[src/verilog/alert_resp_pkg.sv]
/*
 Holds the shared constants of the alert response logic: command code of the
 software alert mask, its width and reset value, the tri-level pin codes and
 the address decode table.
 Assumes nothing of its surroundings.
*/
`default_nettype none

package alert_resp_pkg;

   // Width of the fault condition vector and its masks
   localparam int FAULT_W = 16;
   // Command code of the software alert mask register
   localparam logic [7:0] CMD_ALERT_SUPPRESS_MASK = 8'hD8;
   // Reset value of the software mask (nothing suppressed)
   localparam logic [FAULT_W-1:0] ALERT_MASK_RESET = 16'h0000;

   // Bus address width and address bit count sent during arbitration
   localparam int ADDR_W = 7;
   localparam logic [2:0] ADDR_LAST_BIT = 3'h6;
   localparam logic [2:0] ADDR_FIRST_BIT = 3'h0;

   // Sensed level of one tri-level address pin
   localparam logic [1:0] TRI_OPEN = 2'h0;
   localparam logic [1:0] TRI_LOW = 2'h1;
   localparam logic [1:0] TRI_HIGH = 2'h2;
   localparam int TRI_LEVELS = 3;
   localparam int ADDR_COUNT = 27;
   localparam logic [ADDR_W-1:0] ADDR_FALLBACK = 7'h40;

   // Decoded address, indexed pin2*9 + pin1*3 + pin0 (open=0, low=1, high=2)
   localparam logic [ADDR_W-1:0] ADDR_TABLE [ADDR_COUNT] = '{
      7'h40, 7'h41, 7'h42, 7'h43, 7'h44, 7'h45, 7'h46, 7'h47, 7'h10,
      7'h11, 7'h12, 7'h13, 7'h14, 7'h15, 7'h16, 7'h17, 7'h50, 7'h51,
      7'h52, 7'h53, 7'h54, 7'h55, 7'h56, 7'h57, 7'h58, 7'h59, 7'h5A
   };

   // Arbitration engine states
   typedef enum logic [0:0] {
      ARB_IDLE = 1'b0,
      ARB_SEND = 1'b1
   } arb_state_t;

endpackage : alert_resp_pkg

`default_nettype wire

[src/verilog/alert_response.sv]
/*
 Alert line logic: software suppress mask, automatic response mask set on a
 won alert response read, address strap decode and open-drain alert drive.
 Assumes fault levels, command strobes and bit ticks come from logic on
 i_clk; pins (address straps, enable, data line) are asynchronous.
*/
`default_nettype none

module alert_response (
   // Clock and reset
   input wire logic i_clk,
   input wire logic i_reset_n,
   // Fault conditions from detection logic
   input wire logic [alert_resp_pkg::FAULT_W-1:0] i_fault_active,
   // Command port from the command decoder
   input wire logic i_reg_wr,
   input wire logic i_reg_rd,
   input wire logic [7:0] i_reg_cmd,
   input wire logic [alert_resp_pkg::FAULT_W-1:0] i_reg_wdata,
   input wire logic i_clear_faults,
   output logic [alert_resp_pkg::FAULT_W-1:0] o_reg_rdata,
   // Response read sequencing from the bus slave
   input wire logic i_ara_start,
   input wire logic i_bit_tick,
   // Data line pin
   input wire logic i_sda,
   output logic o_sda_out,
   output logic o_sda_oe,
   // Alert line pin, active low open drain
   output logic o_alert_n_out,
   output logic o_alert_n_oe,
   // Address strap and enable pins
   input wire logic [1:0] i_addr_select_pin_0,
   input wire logic [1:0] i_addr_select_pin_1,
   input wire logic [1:0] i_addr_select_pin_2,
   input wire logic i_enable,
   // Status and address read-back
   output logic [alert_resp_pkg::FAULT_W-1:0] o_status_active,
   output logic [alert_resp_pkg::ADDR_W-1:0] o_own_addr,
   output logic o_ara_won
);
   import alert_resp_pkg::*;

   logic [FAULT_W-1:0] alert_suppress_mask_r;
   logic [FAULT_W-1:0] auto_response_suppress_r;
   logic [FAULT_W-1:0] auto_response_suppress_nxt;
   logic [FAULT_W-1:0] unmasked;
   logic alerting;
   logic [5:0] pin_meta_r;
   logic [5:0] pin_sync_r;
   logic [1:0] en_sync_r;
   logic en_prev_r;
   logic [1:0] sda_sync_r;
   logic won;
   logic [4:0] addr_index;
   logic [ADDR_W-1:0] addr_decoded;

   // Two-stage synchronisers for the asynchronous pins
   always_ff @(posedge i_clk or negedge i_reset_n) begin
      if (!i_reset_n) begin
         pin_meta_r <= '0;
         pin_sync_r <= '0;
         en_sync_r <= 2'h0;
         sda_sync_r <= 2'h3;
      end else begin
         pin_meta_r <= {i_addr_select_pin_2, i_addr_select_pin_1, i_addr_select_pin_0};
         pin_sync_r <= pin_meta_r;
         en_sync_r <= {en_sync_r[0], i_enable};
         sda_sync_r <= {sda_sync_r[0], i_sda};
      end
   end

   // Tri-level decode of the address straps
   function automatic logic [1:0] tri_index(input logic [1:0] lvl);
      case (lvl)
         TRI_LOW: tri_index = 2'h1;
         TRI_HIGH: tri_index = 2'h2;
         default: tri_index = 2'h0;
      endcase
   endfunction : tri_index

   assign addr_index = 5'(tri_index(pin_sync_r[5:4]) * TRI_LEVELS * TRI_LEVELS)
                     + 5'(tri_index(pin_sync_r[3:2]) * TRI_LEVELS)
                     + 5'(tri_index(pin_sync_r[1:0]));
   assign addr_decoded = (addr_index < 5'(ADDR_COUNT)) ? ADDR_TABLE[addr_index]
                                                      : ADDR_FALLBACK;

   // Latch the address when enable returns high after reset
   always_ff @(posedge i_clk or negedge i_reset_n) begin
      if (!i_reset_n) begin
         en_prev_r <= 1'b0;
         o_own_addr <= ADDR_FALLBACK;
      end else begin
         en_prev_r <= en_sync_r[1];
         if (en_sync_r[1] && !en_prev_r) begin
            o_own_addr <= addr_decoded;
         end
      end
   end

   // Software alert suppress mask
   always_ff @(posedge i_clk or negedge i_reset_n) begin
      if (!i_reset_n) begin
         alert_suppress_mask_r <= ALERT_MASK_RESET;
      end else if (i_reg_wr && i_reg_cmd == CMD_ALERT_SUPPRESS_MASK) begin
         alert_suppress_mask_r <= i_reg_wdata;
      end
   end

   // Automatic mask: set on a win wins over a same-cycle clear
   always_comb begin
      auto_response_suppress_nxt = auto_response_suppress_r;
      if (i_clear_faults) begin
         auto_response_suppress_nxt = '0;
      end
      if (won) begin
         // Only faults present now are covered
         auto_response_suppress_nxt = auto_response_suppress_nxt | i_fault_active;
      end
   end

   always_ff @(posedge i_clk or negedge i_reset_n) begin
      if (!i_reset_n) begin
         auto_response_suppress_r <= '0;
      end else begin
         auto_response_suppress_r <= auto_response_suppress_nxt;
      end
   end

   // Alert qualification through both masks
   assign unmasked = i_fault_active & ~alert_suppress_mask_r & ~auto_response_suppress_r;
   assign alerting = |unmasked;

   // Open-drain alert drive, released by own masks or by a win
   always_ff @(posedge i_clk or negedge i_reset_n) begin
      if (!i_reset_n) begin
         o_alert_n_oe <= 1'b0;
      end else begin
         o_alert_n_oe <= alerting & ~won;
      end
   end
   assign o_alert_n_out = 1'b0;

   // Status mirror, untouched by either mask
   always_ff @(posedge i_clk or negedge i_reset_n) begin
      if (!i_reset_n) begin
         o_status_active <= '0;
         o_ara_won <= 1'b0;
      end else begin
         o_status_active <= i_fault_active;
         o_ara_won <= won;
      end
   end

   // Register read-back
   always_ff @(posedge i_clk or negedge i_reset_n) begin
      if (!i_reset_n) begin
         o_reg_rdata <= '0;
      end else if (i_reg_rd) begin
         o_reg_rdata <= (i_reg_cmd == CMD_ALERT_SUPPRESS_MASK) ? alert_suppress_mask_r : '0;
      end
   end

   // Address arbitration during the response read
   ara_arbiter u_arbiter (
      .i_clk(i_clk),
      .i_reset_n(i_reset_n),
      .i_ara_start(i_ara_start),
      .i_bit_tick(i_bit_tick),
      .i_sda_level(sda_sync_r[1]),
      .i_alerting(o_alert_n_oe),
      .i_own_addr(o_own_addr),
      .o_sda_oe(o_sda_oe),
      .o_won(won)
   );
   assign o_sda_out = 1'b0;

endmodule : alert_response

`default_nettype wire

[src/verilog/ara_arbiter.sv]
/*
 Address arbitration engine for the alert response read: shifts the own
 address out MSB first on the open-drain data line and drops out when a
 lower address from another device pulls the line low.
 Assumes the bus slave gives a start pulse and one sample tick per address
 bit, all on i_clk, and that the data input is already synchronised.
*/
`default_nettype none

module ara_arbiter (
   // Clock and reset
   input wire logic i_clk,
   input wire logic i_reset_n,
   // Bus slave sequencing
   input wire logic i_ara_start,
   input wire logic i_bit_tick,
   input wire logic i_sda_level,
   // Device state
   input wire logic i_alerting,
   input wire logic [alert_resp_pkg::ADDR_W-1:0] i_own_addr,
   // Data line drive and result
   output logic o_sda_oe,
   output logic o_won
);
   import alert_resp_pkg::*;

   arb_state_t state_r;
   logic [2:0] bit_r;
   logic [ADDR_W-1:0] shift_r;
   logic my_bit;
   logic lost;

   // Current bit offered and loss detection
   assign my_bit = shift_r[ADDR_W-1];
   assign lost = my_bit & ~i_sda_level;
   // Drive low for a zero bit while still arbitrating
   assign o_sda_oe = (state_r == ARB_SEND) & ~my_bit;

   // Arbitration sequence
   always_ff @(posedge i_clk or negedge i_reset_n) begin
      if (!i_reset_n) begin
         state_r <= ARB_IDLE;
         bit_r <= ADDR_FIRST_BIT;
         shift_r <= '0;
         o_won <= 1'b0;
      end else begin
         o_won <= 1'b0;
         case (state_r)
            ARB_IDLE: begin
               // Only an alerting device takes part
               if (i_ara_start && i_alerting) begin
                  state_r <= ARB_SEND;
                  bit_r <= ADDR_FIRST_BIT;
                  shift_r <= i_own_addr;
               end
            end
            ARB_SEND: begin
               if (i_ara_start) begin
                  bit_r <= ADDR_FIRST_BIT;
                  shift_r <= i_own_addr;
               end else if (i_bit_tick) begin
                  if (lost) begin
                     state_r <= ARB_IDLE;
                  end else if (bit_r == ADDR_LAST_BIT) begin
                     state_r <= ARB_IDLE;
                     o_won <= 1'b1;
                  end else begin
                     bit_r <= bit_r + 3'h1;
                     shift_r <= {shift_r[ADDR_W-2:0], 1'b0};
                  end
               end
            end
            default: begin
               state_r <= ARB_IDLE;
            end
         endcase
      end
   end

endmodule : ara_arbiter

`default_nettype wire

[config.mk]
export PLATFORM = sky130hd
export DESIGN_NAME = alert_response
export DESIGN_NICKNAME = d
export VERILOG_FILES = /design/src/verilog/alert_resp_pkg.sv /design/src/verilog/alert_response.sv /design/src/verilog/ara_arbiter.sv
export SDC_FILE = /design/constraint.sdc
export NUM_CORES = 1
export LEC_CHECK = 0
export ABC_AREA = 1
export ABC_CLOCK_PERIOD_IN_PS = 2300
export BUFFER_PORTS_ARGS = -buffer_cell sky130_fd_sc_hd__buf_2
export CELL_PAD_IN_SITES_DETAIL_PLACEMENT = 0
export CELL_PAD_IN_SITES_GLOBAL_PLACEMENT = 1
export CORE_MARGIN = 2
export CORE_UTILIZATION = 38
export CTS_BUF_LIST = sky130_fd_sc_hd__clkbuf_4
export DETAILED_ROUTE_END_ITERATION = 12
export GPL_TIMING_DRIVEN = 0
export PLACE_DENSITY = 0.76
export REMOVE_ABC_BUFFERS = 1
export SLEW_MARGIN = 20
export SYNTH_ARGS = -nofsm -noshare
export SYNTH_HDL_FRONTEND = slang
export SYNTH_SLANG_ARGS = --single-unit
[constraint.sdc]
create_clock -name i_clk -period 2.3 [get_ports i_clk]
set_input_delay 0.23 -clock i_clk [delete_from_list [all_inputs] [get_ports i_clk]]
set_output_delay 0.23 -clock i_clk [all_outputs]
set_load 0.1 [all_outputs]
Word-level counts from Yosys, hierarchy flattened. Memories as Yosys holds them, arrays and structs flattened. Index checks and enable logic that the tools add are counted.

Register bits after elaboration: 102. Bits in read-only memories: 224. Output and inout bits: 44. Word-level logic and storage cells: 88. Memories kept: 1.

Memory list: (no name shown) (words 32, bits a word 7, read ports 1, clocked after memory_dff 0, write ports 0, line alert_response.sv:85) `assign addr_decoded = (addr_index < 5'(ADDR_COUNT)) ? ADDR_TABLE[addr_index]`.

Add/sub/neg operators: 3. $mul: 3. Magnitude comparators: 2. Eq/ne operators: 12. Multiplexer cells: 32. Bitwise operators: 13. Reduce and logical (&&, ||, !) cells: 6.

Operators by type and width (count): $mux 7 (8); $mux 16 (3); $and 16x16->16 (2); $not 16->16 (2); $or 16x16->16 (1); $reduce_or 16->1 (1); $mux 3 (5); $pmux 7 s2 (1); $pmux 2 s2 (3); $mux 1 (10); $ne 3x3->1 const B (3); $eq 8x8->1 const B (1); $mul 2x2->4 const B (2); $eq 2x1->1 const B (3); $eq 2x2->1 const B (3); $ge 6x6->1 const B (1); $not 5->6 (1); $pmux 3 s2 (1); $add 5x2->5 (1); $add 5x4->5 (1); $lt 5x5->1 const B (1); $mul 4x2->5 const B (1); $not 1->1 (4); $reduce_and 4->1 (1); 7 further kinds (11).

Depth between registers and ports, before layout. Gate-level depths: netlist of run 1.

Depth in word-level cells: 11. Depth in mapped cells: 17. Gate-level depth less buffers: 17.

Modules after synthesis. Synthesis of run 1 repeated with hierarchy kept, for this count alone.

Cells, all modules: 477. Area, all modules: 4544.4 sq um.

By module, submodules not included: alert_response (times used 1, cells an instance 387, area an instance 3877.5 sq um); ara_arbiter (times used 1, cells an instance 90, area an instance 666.9 sq um).

Worst setup path after synthesis of run 1. Ideal clock, no wire load.

Path kind: flip-flop to flip-flop. Start: reg pin_sync_r[4]. End: reg o_own_addr[4] (netlist name). Setup time: 0.120 ns. Arrival time: 2.294 ns. Required time: 2.180 ns. Path slack: -0.114 ns. Stages on the path, launching flop included: 14. Period minus slack after synthesis: 2.414 ns. Cell sequence: dfrtp_1 -> ha_1 -> fa_1 -> nand3_1 -> nand2_1 -> inv_1 -> fa_1 -> inv_1 -> nand3_1 -> nand3_1 -> nand2_1 -> nand3b_1 -> nand3_1 -> nand2_1.

Longest elaborated chain between the ends: 11. Elaborated cells between the ends (all ways): 13. Classes of those cells: add/sub: 2; mul: 2; order compare: 1; eq/ne: 2; mux: 4; bitwise: 1; memory: 1.

Ends and longest elaborated chain: from (decl) (line alert_response.sv:50) `logic [5:0] pin_sync_r;`; from (signal assigned) (line alert_response.sv:67) `pin_sync_r <= pin_meta_r;`; $eq 2x2->1 or $eq 2x1->1 (tied branches) (line alert_response.sv:75) `case (lvl)`; $pmux 2 s2 (*) (line alert_response.sv:75); $mul 2x2->4 (*) (line alert_response.sv:82) `assign addr_index = 5'(tri_index(pin_sync_r[5:4]) * TRI_LEVELS * TRI_LEVELS)`; $mul 4x2->5 (*) (line alert_response.sv:82); $add 5x4->5 (*) (line alert_response.sv:83) `+ 5'(tri_index(pin_sync_r[3:2]) * TRI_LEVELS)`; $add 5x2->5 (*) (line alert_response.sv:84) `+ 5'(tri_index(pin_sync_r[1:0]));`; $not 5->6 (not written as such) (line alert_response.sv:85); $mem_v2 32x7; $mux 7 (not written as such) (2 in a row) (line alert_response.sv:85); $mux 7 (*) (line alert_response.sv:85); to (signal assigned) (line alert_response.sv:96) `o_own_addr <= addr_decoded;`; to (decl) (line alert_response.sv:39) `output logic [alert_resp_pkg::ADDR_W-1:0] o_own_addr,`.

Mark *: on every way between the ends. The rest lies on a longest branch, timed or not. The select of a mux whose other input is x is not followed. A chain may end at the register's enable or synchronous reset.

Worst setup path in the final report of run 1.
Start: reg pin_sync_r[2]. End: reg o_own_addr[4] (netlist name).

Longest elaborated chain between the ends: 10. Elaborated cells between the ends (all ways): 12. Classes of those cells: add/sub: 2; mul: 1; order compare: 1; eq/ne: 2; mux: 4; bitwise: 1; memory: 1.

Ends and longest elaborated chain (line): $eq 2x2->1 or $eq 2x1->1 (tied branches) (alert_response.sv:75); $pmux 2 s2 (*) (alert_response.sv:75); $mul 2x2->4 (*) (alert_response.sv:83); $add 5x4->5 (*) (alert_response.sv:83); $add 5x2->5 (*) (alert_response.sv:84); $not 5->6 (not written as such) (alert_response.sv:85); $mem_v2 32x7; $mux 7 (not written as such) (2 in a row) (alert_response.sv:85); $mux 7 (*) (alert_response.sv:85).

Marked as above.

==> results.ini, run 1 <==
[outcome]
status=complete, but fails checks
violations=negative setup slack

[die]
pin_count=99
initial_core_util_pct=39.1
die_h_um=110
core_sq_um=10900
die_x_um=110
dieArea_sq_um=12100
num_rows=38

[detailed_routing]
vias=3357
viasPerCell=4.55
routed_wl_um=9670
drc=0
postRouteAntennaNets=0
drt_iter0_drc=108
drtPass1Iterations=4
wire_per_inst_um=13.1

[power_and_ir_drop]
cellPowerDensity_nw_per_um2=733
swShare_pct=38.5
combPwrFrac_pct=29.9
vdd_drop_max_v=0.00118
pwr-share-seq_pct=48.8
p_int_mw=2.55
p_leak_nw=2.84
power_mw=4.15
clock_power_share_pct=21.3
power_switching_mw=1.60

[logic_synthesis]
ys_seq_area_share_pct=59.5
ys_ff_latch=101
ys_warn_count=0
syn_inst=444
ys_types=34
avgSynthCellArea_sq_um=9.58
synth_area_sq_um=4260

[setup_path]
cp-start-kind=flip-flop
reg2reg_depth=13
endpoint_kind=flip-flop
worstPathArrival_ns=2.97
crit_path_max_fanout=4
required_ns=2.72
path_class=reg2reg

[cts]
clkSinkCount=101
clk_pin_slew_ns=0.16
insertion_delay_ns=0.47
cts.path.max_buffers=2
root_buffer=clkbuf_4
cts_tree=done
cts.htree.levels=3
numCtsBuffers=9

[placed_design]
hpwl_um=6370
placed_cell_area_sq_um=4890
io_buffers=95
dp.cells=670
gp_congestion=0.808
place_ws_ns=-0.337

[sta]
fmax_ghz=0.392
setup_violations=6
tightestPinTransition_ns=0.718
fin_crit_sh_pct=111
hold_viol=0
clock_skew_ns=0.0155
setup_slack_ns=-0.250
report.final.slew_viol_count=0
grt_setup_unrepaired=true
fin_crit_ns=2.55
relSlewSlack_pct=51.8

[hold_path]
worstHoldPathType=in2reg
holdPathStages=3

[global_routing]
grt_overflow_total=0
track_usage_pct=17.9
grt_pass1_vias=3431
grt_max_degree=55
grt_antenna_before_repair=0
grt_pass1_wl_um=16200

[final_layout]
diodes=0
area_delta_synth_final_pct=33.0
drive_above_1_share_pct=27.0
stdcell_count=737
fin_nets=664
fin_area_sq_um=5660
post-route-util_pct=52.0

[job]
maxCapViolCount=0

## final cells by class
cell class / count / area, sq um
fill: 988 / 5230
sequential: 101 / 2530
multi-input combinational: 260 / 1540
timing repair buffer: 147 / 1010
inverter: 73 / 282
tap: 140 / 175
clock buffer: 11 / 82.6
clock inverter: 5 / 43.8
## path summary, 6_finish.rpt
kind	startpoint	end	slack, ns
hold reg to reg	sda_sync_r[0]	sda_sync_r[1]	0.37
setup / recovery	pin_sync_r[2]	o_own_addr[4]	-0.25
setup reg to reg	pin_sync_r[2]	o_own_addr[4]	-0.25
max in group asynchronous	i_reset_n	o_reg_rdata[15]	1.46
min in group asynchronous	i_reset_n	en_sync_r[0]	0.24
hold / removal	i_reg_rd	o_reg_rdata[0]	0.09
## cells by family (layout without fill, tap and decap cells)
group	after synthesis	count (layout)	synth area share (%)
compound gates	70	70	9.35
simple gates	166	166	16.7
xor+xnor	4	4	0.823
buf+inv	85	236	8.03
flops	101	101	59.5
other cells	1	3	0.0881
fa+ha+maj	17	17	5.53
## power by group through the flow
stage	Sequential [mW]	Clock (mW)	Combinational, mW
after floorplan	2.38	0	0.490
after global placement	2.05	0	1.07
after detailed placement	2.06	0	1.10
after CTS	2.03	0.932	1.22
after global routing	2.05	1.00	1.36
final	2.02	0.884	1.24
## synth_stat cells, drive strengths merged
master | number | share of area [%]
nor2 | 29 | 2.7
fa | 3 | 1.4
o21ai | 39 | 4.8
a21oi | 14 | 1.7
dfrtp | 98 | 58
nand3 | 18 | 2.1
nor3 | 3 | 0.35
ha | 14 | 4.1
inv | 72 | 6.5
o22ai | 3 | 0.44
nor3b | 2 | 0.35
o31ai | 10 | 1.8
clkbuf | 4 | 0.35
o211ai | 2 | 0.35
nor4 | 1 | 0.50
clkinv | 1 | 0.088
nand3b | 1 | 0.18
a31oi | 2 | 0.29
buf | 8 | 1.1
xor2 | 3 | 0.62
dfstp | 3 | 1.9
conb | 1 | 0.088
or2 | 1 | 0.15
nand4 | 4 | 0.59
nand2 | 107 | 9.7
xnor2 | 1 | 0.21
## per-stage QoR
| step | hold WS, ns | TNS [ns] |
|---|---|---|
| 5_1_grt | 0.0340 | -2.16 |
| 4_1_cts | 0.0373 | -1.12 |
| 3_5_place_dp | 0.196 | -1.73 |
| 6_report | 0.0901 | -1.28 |
| 3_3_place_gp | 0.337 | -6.48 |
| 2_1_floorplan | -0.0656 | -0.452 |
## sequential cells by signal (all words and copies together), names as in the netlist, 3 cells and up
register / count
pin_sync_r: 6
pin_meta_r: 6
u_arbiter.bit_r: 3
o_status_active: 16
alert_suppress_mask_r: 16
o_reg_rdata: 16
o_own_addr: 6
auto_response_suppress_r: 16
u_arbiter.shift_r: 7
## timing repair
item                                    4_1_cts  5_1_grt
pin swaps                                    12        8
hold endpoints to repair                    104        0
hold buffers                                 42        0
endpoints found under the setup margin        6        6
buffers inserted                              9        0
gates resized for setup                      26        7
## layout by cell type, fill, tap and decap left out, types with 2 or more instances in the layout
cell type      instances
dfstp_2                3
dfrtp_1               97
buf_4                  8
a21oi_1               10
nor3b_1                2
inv_1                 65
a21oi_2                3
o22ai_1                3
nand3_1               16
nor2_1                28
o21ai_1               12
nand2_1               99
nand3_2                2
fa_1                   2
ha_4                   7
clkinvlp_4             2
ha_1                   7
clkbuf_4              11
o21ai_2                2
a31oi_1                2
nor3_1                 3
inv_6                  2
o21ai_0               25
nand4_1                4
conb_1                 3
o31ai_1               10
nand2_2                7
buf_2                 94
inv_2                  5
xor2_2                 2
o211ai_1               2
dlygate4sd3_1         42
## critical path, stage by stage (launching register included)
cell     delay (ns)
dfrtp_1        0.46
inv_2          0.11
ha_4           0.21
inv_4          0.05
ha_4           0.12
a21oi_2        0.03
fa_1           0.56
inv_2          0.05
ha_4           0.30
xor2_2         0.24
nand2_1        0.09
nand4_1        0.13
nand3_1        0.09
nand2_1        0.08
## metal layers
layer  vias up  wire, um  global-route usage, %
met5         -         0                      0
met4         0       136                   5.33
met3        11       560                   6.94
met2        83      4640                   29.7
met1      1569      4340                   21.5
li1       1694         -                      -
Note: power is estimated with default switching activity, not from simulation.
==> run 2, diff against run 1 <==
--- a/config.mk
+++ b/config.mk
@@ -5,17 +5,16 @@
 export SDC_FILE = /design/constraint.sdc
 export NUM_CORES = 1
 export LEC_CHECK = 0
-export ABC_AREA = 1
 export ABC_CLOCK_PERIOD_IN_PS = 2300
-export BUFFER_PORTS_ARGS = -buffer_cell sky130_fd_sc_hd__buf_2
 export CELL_PAD_IN_SITES_DETAIL_PLACEMENT = 0
 export CELL_PAD_IN_SITES_GLOBAL_PLACEMENT = 1
 export CORE_MARGIN = 2
-export CORE_UTILIZATION = 38
+export CORE_UTILIZATION = 46
 export CTS_BUF_LIST = sky130_fd_sc_hd__clkbuf_4
 export DETAILED_ROUTE_END_ITERATION = 12
+export DONT_BUFFER_PORTS = 1
 export GPL_TIMING_DRIVEN = 0
-export PLACE_DENSITY = 0.76
+export PLACE_DENSITY = 0.75
 export REMOVE_ABC_BUFFERS = 1
 export SLEW_MARGIN = 20
 export SYNTH_ARGS = -nofsm -noshare
==> run 2 against run 1 <==
Against the previous run:
- critical endpoint is now o_own_addr[2]
- core utilization increased by 4.4 points
- fmax decreased by 8.6%
- largest cell class unchanged
- critical path depth decreased by 1
- cell count decreased by 27%
- sequential share of layout area increased by 4.6 points
- clock skew increased by 0.0094 ns
- sequential power increased by 17%
- first-iteration DRC count decreased by 34%
- synthesized cell count decreased by 17%
- total power decreased by 3.6%
- clock power increased by 4.1%
- the run ends with negative hold slack, negative setup slack left
- register-to-register slack got worse by 0.24 ns
==> results.ini, run 2 <==
[outcome]
status=complete, but fails checks  ; unchanged
violations=negative hold slack, negative setup slack  ; was negative setup slack

[detailed_routing]
vias=2663  ; was 3357
drtPass1Iterations=4  ; unchanged
postRouteAntennaNets=0  ; unchanged
viasPerCell=4.96  ; was 4.55
drc=0  ; unchanged
drt_iter0_drc=71  ; was 108
wire_per_inst_um=15.5  ; was 13.1 um
routed_wl_um=8320  ; was 9670 um

[power_and_ir_drop]
pwr-share-seq_pct=59.2  ; was 48.8%
power_switching_mw=1.40  ; was 1.60 mW
swShare_pct=35.0  ; was 38.5%
clock_power_share_pct=23.0  ; was 21.3%
p_int_mw=2.60  ; was 2.55 mW
combPwrFrac_pct=17.8  ; was 29.9%
power_mw=4.00  ; was 4.15 mW
vdd_drop_max_v=0.000333  ; was 0.00118 V
cellPowerDensity_nw_per_um2=779  ; was 733 nW/um^2
p_leak_nw=2.31  ; was 2.84 nW

[final_layout]
most-common-layout-cells=dfrtp_1 (97), nand2_1 (50), dlygate4sd3_1 (43)  ; was nand2_1 (99), dfrtp_1 (97), buf_2 (94)
final_common_cell=dfrtp_1  ; was nand2_1
drive_above_1_share_pct=19.0  ; was 27.0%
fin_nets=493  ; was 664
diodes=0  ; unchanged
fin_area_sq_um=5130  ; was 5660 sq um
post-route-util_pct=56.4  ; was 52.0%
fillers=791  ; was 988
area_delta_synth_final_pct=20.9  ; was 33.0%

[sta]
tightestPinTransition_ns=1.06  ; was 0.718 ns
grt_setup_unrepaired=true  ; unchanged
report.final.slew_viol_count=0  ; unchanged
setup_slack_ns=-0.488  ; was -0.250 ns
hold_viol=101  ; was 0
fin_crit_ns=2.79  ; was 2.55 ns
clock_skew_ns=0.0249  ; was 0.0155 ns
fin_crit_sh_pct=121  ; was 111%
whs_ns=-0.536  ; was 0.0901 ns
setup_violations=6  ; unchanged
relSlewSlack_pct=29.1  ; was 51.8%
fmax_ghz=0.359  ; was 0.392 GHz

[logic_synthesis]
avgSynthCellArea_sq_um=11.5  ; was 9.58 sq um
ys_seq_area_share_pct=59.6  ; was 59.5%
synth_top_area_share_pct=57.7  ; was 57.6%
synth_edf_count=0  ; unchanged
synthArstFlopShare_pct=100  ; unchanged
synth_area_sq_um=4250  ; was 4260 sq um
post-synth-top-count-cell=dfrtp_1  ; was nand2_1
synthFlopType=dfrtp_1  ; unchanged
ys_ff_latch=101  ; unchanged
synth_top_area_cell=dfrtp_1  ; unchanged
synth_top_cells_by_area=dfrtp_1 (58%), o21ai_0 (4.6%), nand2_1 (4.4%)  ; was dfrtp_1 (58%), nand2_1 (9.2%), inv_1 (6.3%)
syn_inst=368  ; was 444
ys_types=45  ; was 34
ys_warn_count=0  ; unchanged
synth_commonest_cells=dfrtp_1 (98), nand2_1 (50), inv_1 (47), o21ai_0 (39), nor2_1 (21)  ; was nand2_1 (104), dfrtp_1 (98), inv_1 (71), nor2_1 (28), o21ai_0 (26)

[global_routing]
grt_pass1_wl_um=13700  ; was 16200 um
grt_pass1_vias=2804  ; was 3431
track_usage_pct=17.5  ; was 17.9%
grt_overflow_total=0  ; unchanged
grt_antenna_before_repair=0  ; unchanged
grt_max_degree=102  ; was 55

[setup_path]
worstPathArrival_ns=3.13  ; was 2.97 ns
cp-start-kind=flip-flop  ; unchanged
required_ns=2.64  ; was 2.72 ns
r2r-end=o_own_addr[2]  ; was o_own_addr[4]
endpoint_kind=flip-flop  ; unchanged
crit_path_max_fanout=5  ; was 4
reg2reg_depth=12  ; was 13
path_class=reg2reg  ; unchanged
r2r_setup_slack_ns=-0.49  ; was -0.25 ns
rr_startpoint=pin_sync_r[3]  ; was pin_sync_r[2]

[die]
die_x_um=100  ; was 110 um
pin_count=99  ; unchanged
dieArea_sq_um=10000  ; was 12100 sq um
num_rows=35  ; was 38
die_h_um=100  ; was 110 um
core_sq_um=9110  ; was 10900 sq um
initial_core_util_pct=46.6  ; was 39.1%

[job]
maxCapViolCount=0  ; unchanged

[cts]
cts.path.max_buffers=2  ; unchanged
hold_buffers=43  ; was 42
cts_tree=done  ; unchanged
clkSinkCount=101  ; unchanged
clk_pin_slew_ns=0.16  ; about the same
cts.htree.levels=3  ; unchanged
numCtsBuffers=9  ; unchanged
insertion_delay_ns=0.43  ; was 0.47 ns
root_buffer=clkbuf_4  ; unchanged

[placed_design]
gp_congestion=0.724  ; was 0.808
io_buffers=0  ; was 95
place_ws_ns=-0.609  ; was -0.337 ns
placed_cell_area_sq_um=4320  ; was 4890 sq um
hpwl_um=5110  ; was 6370 um

[hold_path]
worstHoldPathType=in2async  ; was in2reg

run 2: cell count changes after synthesis, sizes merged, moves of 4 or more:
| cell | delta |
|---|---|
| a22oi | +7 |
| o31ai | -4 |
| inv | -25 |
| nand3 | -17 |
| mux2 | +16 |
| nand2b | +5 |
| a21oi | -8 |
| mux2i | +5 |
| nand2 | -56 |
| nor2 | -8 |
| nor2b | +6 |
run 2: power by group through the flow:
| stage | combinational (mW) | sequential, mW | clock (mW) |
|---|---|---|---|
| 4_1_cts | 0.646 | 2.37 | 0.948 |
| 3_3_place_gp | 0.459 | 2.39 | 0 |
| 5_1_grt | 0.781 | 2.39 | 1.03 |
| 2_1_floorplan | 0.412 | 2.37 | 0 |
| 6_report | 0.711 | 2.37 | 0.920 |
| 3_5_place_dp | 0.473 | 2.40 | 0 |
run 2: worst max-delay path: stages (launching register included):
cell      delay [ns]
dfrtp_2         0.47
buf_6           0.13
ha_4            0.16
xor2_2          0.18
fa_1            0.52
inv_2           0.05
ha_4            0.28
nand4b_1        0.11
o211ai_2        0.22
xnor2_2         0.19
buf_4           0.17
nor2_1          0.04
o31ai_1         0.20
run 2: routing by layer:
layer,wire length (um),GRT usage (%)
met1,3720,23.0
met4,138,6.11
met5,0,0
met2,4040,28.8
met3,423,3.97
run 2: layout make-up:
cell class,count,area (sq um),area share [%]
Clock buffer,10,75.1,1.46
Clock inverter,6,62.6,1.22
Inverter,47,176,3.44
Multi-Input combinational cell,209,1640,31.9
Sequential cell,101,2530,49.3
Tap cell,111,139,2.71
Timing Repair Buffer,53,509,9.92
run 2: per-stage QoR:
stage	std cells	setup TNS, ns
after floorplan	357	-1.89
after global placement	468	-2.91
after detailed placement	468	-3.25
after CTS	534	-2.75
after global routing	537	-3.51
final	537	-2.67
run 2: worst max path at each step:
| stage | cells past startpoint | endpoint | slack (ns) | start |
|---|---|---|---|---|
| floorplan | 11 | o_own_addr[4] | -0.36 | pin_sync_r[3] |
| global placement | 10 | o_own_addr[4] | -0.53 | pin_sync_r[4] |
| detailed placement | 11 | o_own_addr[1] | -0.61 | pin_sync_r[5] |
| CTS | 11 | o_own_addr[2] | -0.50 | pin_sync_r[2] |
| global route | 13 | o_own_addr[0] | -0.64 | pin_sync_r[2] |
| finish | 12 | o_own_addr[2] | -0.49 | pin_sync_r[3] |
run 2: logic make-up (layout without fill, tap and decap cells):
group,Yosys count,after routing,synth area share (%)
flip-flops,101,101,59.6
AND/OR/NAND/NOR,95,95,10.8
AO/OA/AOI/OAI,66,66,9.78
buffers and inverters,60,116,6.04
multiplexers,21,21,6.31
adder cells (fa/ha/maj),17,17,5.54
XOR/XNOR,7,7,1.80
other,1,3,0.0883
run 2: repair_timing:
action	in CTS	in global routing
hold endpoints to repair	175	101
endpoints found under the setup margin	6	7
setup buffers	7	3
pin swaps	6	6
gates resized for setup	22	12
==> run 3, diff against run 2 <==
--- a/config.mk
+++ b/config.mk
@@ -16,6 +16,7 @@
 export GPL_TIMING_DRIVEN = 0
 export PLACE_DENSITY = 0.75
 export REMOVE_ABC_BUFFERS = 1
+export SETUP_SLACK_MARGIN = 0.15
 export SLEW_MARGIN = 20
 export SYNTH_ARGS = -nofsm -noshare
 export SYNTH_HDL_FRONTEND = slang
==> constraint.sdc (replaced) <==
create_clock -name i_clk -period 2.3 [get_ports i_clk]
set_input_delay 0.23 -clock i_clk [delete_from_list [all_inputs] [get_ports i_clk]]
set_output_delay 0.23 -clock i_clk [all_outputs]
set_load 0.005 [all_outputs]
==> run 3 against run 2 <==
Against the previous run:
- combinational power is 13% lower
- worst setup slack worse by 0.015 ns
- critical endpoint unchanged
- via count is 0.79% higher
- sequential share of layout area is 0.12 points higher
- core utilization is 0.16 points lower
- highest routed layer unchanged
- the run still ends with negative hold slack, negative setup slack left
- final area is 0.29% lower
- first-iteration DRC count is 27% lower
- die area stayed put
- sequential power is 15% lower
- critical path depth stayed put
- sequential cell count stayed put
==> results.ini, run 3 (synthesis results as in run 2) <==
[sta]
clock_skew_ns=0.0210  ; was 0.0249 ns
setup_violations=6  ; unchanged
fin_crit_ns=2.80  ; was 2.79 ns
hold_viol=101  ; unchanged
grt_setup_unrepaired=true  ; unchanged
relSlewSlack_pct=52.2  ; was 29.1%
fin_crit_sh_pct=122  ; was 121%
report.final.slew_viol_count=0  ; unchanged
setup_slack_ns=-0.504  ; was -0.488 ns
tightestPinTransition_ns=0.717  ; was 1.06 ns
fmax_ghz=0.357  ; was 0.359 GHz
whs_ns=-0.520  ; was -0.536 ns

[setup_path]
cp_num_cells=12  ; unchanged
endpoint_kind=flip-flop  ; unchanged
cp_common_cell=ha_4  ; unchanged
path_class=reg2reg  ; unchanged
rr_startpoint=pin_sync_r[3]  ; unchanged
slowest_stage=fa_1  ; unchanged
r2r_setup_slack_ns=-0.50  ; was -0.49 ns
reg2reg_depth=12  ; unchanged
crit_path_max_fanout=5  ; unchanged
worstPathArrival_ns=3.14  ; was 3.13 ns
path_cells=buf_6 -> ha_4 -> xor2_2 -> fa_1 -> inv_2 -> ha_4 -> nand4b_1 -> o211ai_2 -> xnor2_2 -> buf_4 -> nor2_1 -> o31ai_1  ; unchanged
slowest_delay_ns=0.52  ; about the same
r2r-end=o_own_addr[2]  ; unchanged
cp-start-kind=flip-flop  ; unchanged
required_ns=2.64  ; about the same
crit_family=adder cells  ; unchanged
crit_buf_inv=3  ; unchanged

[cts]
root_buffer=clkbuf_4  ; unchanged
hold_buffers=43  ; unchanged
cts_tree=done  ; unchanged
numCtsBuffers=9  ; unchanged
insertion_delay_ns=0.42  ; was 0.43 ns
clkSinkCount=101  ; unchanged
cts.path.max_buffers=2  ; unchanged
clk_pin_slew_ns=0.15  ; was 0.16 ns
cts.htree.levels=3  ; unchanged

[detailed_routing]
drtPass1Iterations=4  ; unchanged
met2_length_um=4120  ; was 4040 um
vias=2684  ; was 2663
postRouteAntennaNets=0  ; unchanged
drt_iter0_drc=52  ; was 71
drt-met1-wl_um=3780  ; was 3720 um
wl_met3_um=339  ; was 423 um
routed_wl_um=8360  ; was 8320 um
wire_per_inst_um=15.6  ; was 15.5 um
top_layer=met4  ; unchanged
drc=0  ; unchanged
viasPerCell=5.01  ; was 4.96

[final_layout]
diodes=0  ; unchanged
most-common-layout-cells=dfrtp_1 (98), nand2_1 (50), inv_1 (44)  ; was dfrtp_1 (97), nand2_1 (50), dlygate4sd3_1 (43)
stdcell_count=536  ; was 537
final_common_cell=dfrtp_1  ; unchanged
fillers=805  ; was 791
fin_nets=493  ; unchanged
drive_above_1_share_pct=17.4  ; was 19.0%
fin_area_sq_um=5120  ; was 5130 sq um
area_delta_synth_final_pct=20.5  ; was 20.9%

[power_and_ir_drop]
pwr-share-seq_pct=55.5  ; was 59.2%
clock_power_share_pct=27.4  ; was 23.0%
p_int_mw=2.69  ; was 2.60 mW
cellPowerDensity_nw_per_um2=709  ; was 779 nW/um^2
combPwrFrac_pct=17.1  ; was 17.8%
power_mw=3.63  ; was 4.00 mW
p_leak_nw=2.31  ; about the same
power_switching_mw=0.940  ; was 1.40 mW
swShare_pct=25.9  ; was 35.0%
vdd_drop_max_v=0.000360  ; was 0.000333 V

[job]
maxCapViolCount=0  ; unchanged

[placed_design]
hpwl_um=5130  ; was 5110 um
placed_cell_area_sq_um=4310  ; was 4320 sq um
gp_congestion=0.724  ; unchanged
dp.cells=468  ; unchanged
place_ws_ns=-0.624  ; was -0.609 ns
io_buffers=0  ; unchanged

[global_routing]
grt_pass1_wl_um=13800  ; was 13700 um
grt_overflow_total=0  ; unchanged
grt_antenna_before_repair=0  ; unchanged
grt_max_degree=102  ; unchanged
grt_pass1_vias=2804  ; unchanged
track_usage_pct=17.8  ; was 17.5%

[die]
num_rows=35  ; unchanged
core_sq_um=9110  ; unchanged
dieArea_sq_um=10000  ; unchanged
pin_count=99  ; unchanged
die_h_um=100  ; unchanged
die_x_um=100  ; unchanged
initial_core_util_pct=46.6  ; unchanged

[outcome]
status=complete, but fails checks  ; unchanged
violations=negative hold slack, negative setup slack  ; unchanged

[hold_path]
worstHoldPathType=in2async  ; unchanged

[run 3: cell count changes in the layout (fill, tap and decap cells not counted), moves of 2 or more]
cell / change
inv_1: +2
clkinv_2: -2
nor2b_1: +2
inv_2: -2
[run 3: routing by layer]
layer / GRT usage, % / vias to the layer above
met4: 6.11 / 0
met3: 3.62 / 9
met1: 23.7 / 1321
met5: 0 / -
met2: 29.3 / 66
li1: - / 1288
[run 3: metrics by stage]
step                utilization, %  TNS, ns
global placement              47.3    -2.91
CTS                           56.2    -2.89
finish                        56.2    -2.72
detailed placement            47.3    -3.34
floorplan                        -    -1.89
global route                  56.2    -3.55
[run 3: worst max-delay path by stage]
stage,start,end
after floorplan,pin_sync_r[3],o_own_addr[4]
after global placement,pin_sync_r[4],o_own_addr[4]
after detailed placement,pin_sync_r[5],o_own_addr[1]
after CTS,pin_sync_r[3],o_own_addr[1]
after global routing,pin_sync_r[3],o_own_addr[0]
final,pin_sync_r[3],o_own_addr[2]
[run 3: what timing repair did]
item | 4_1_cts | 5_1_grt
buffers inserted | 10 | 0
setup endpoints to repair | 6 | 6
gates cloned | 0 | 0
endpoints found under the hold margin | 175 | 101
gates resized for setup | 26 | 1
pin swaps | 9 | 5
[run 3: power by group through the flow]
stage / Combinational [mW] / Sequential, mW / Clock (mW)
global placement: 0.384 / 2.04 / 0
detailed placement: 0.395 / 2.05 / 0
CTS: 0.617 / 2.02 / 1.03
finish: 0.622 / 2.01 / 0.993
global route: 0.691 / 2.03 / 1.10
floorplan: 0.336 / 2.02 / 0
[run 3: cell type report]
class                           count  area, sq um  share of cell area (%)
Clock inverter                      5         76.3                    1.49
Sequential cell                   101         2530                    49.5
Multi-Input combinational cell    209         1610                    31.4
Inverter                           47          176                    3.45
Timing Repair Buffer               53          513                    10.0
Clock buffer                       10         75.1                    1.47
Tap cell                          111          139                    2.71
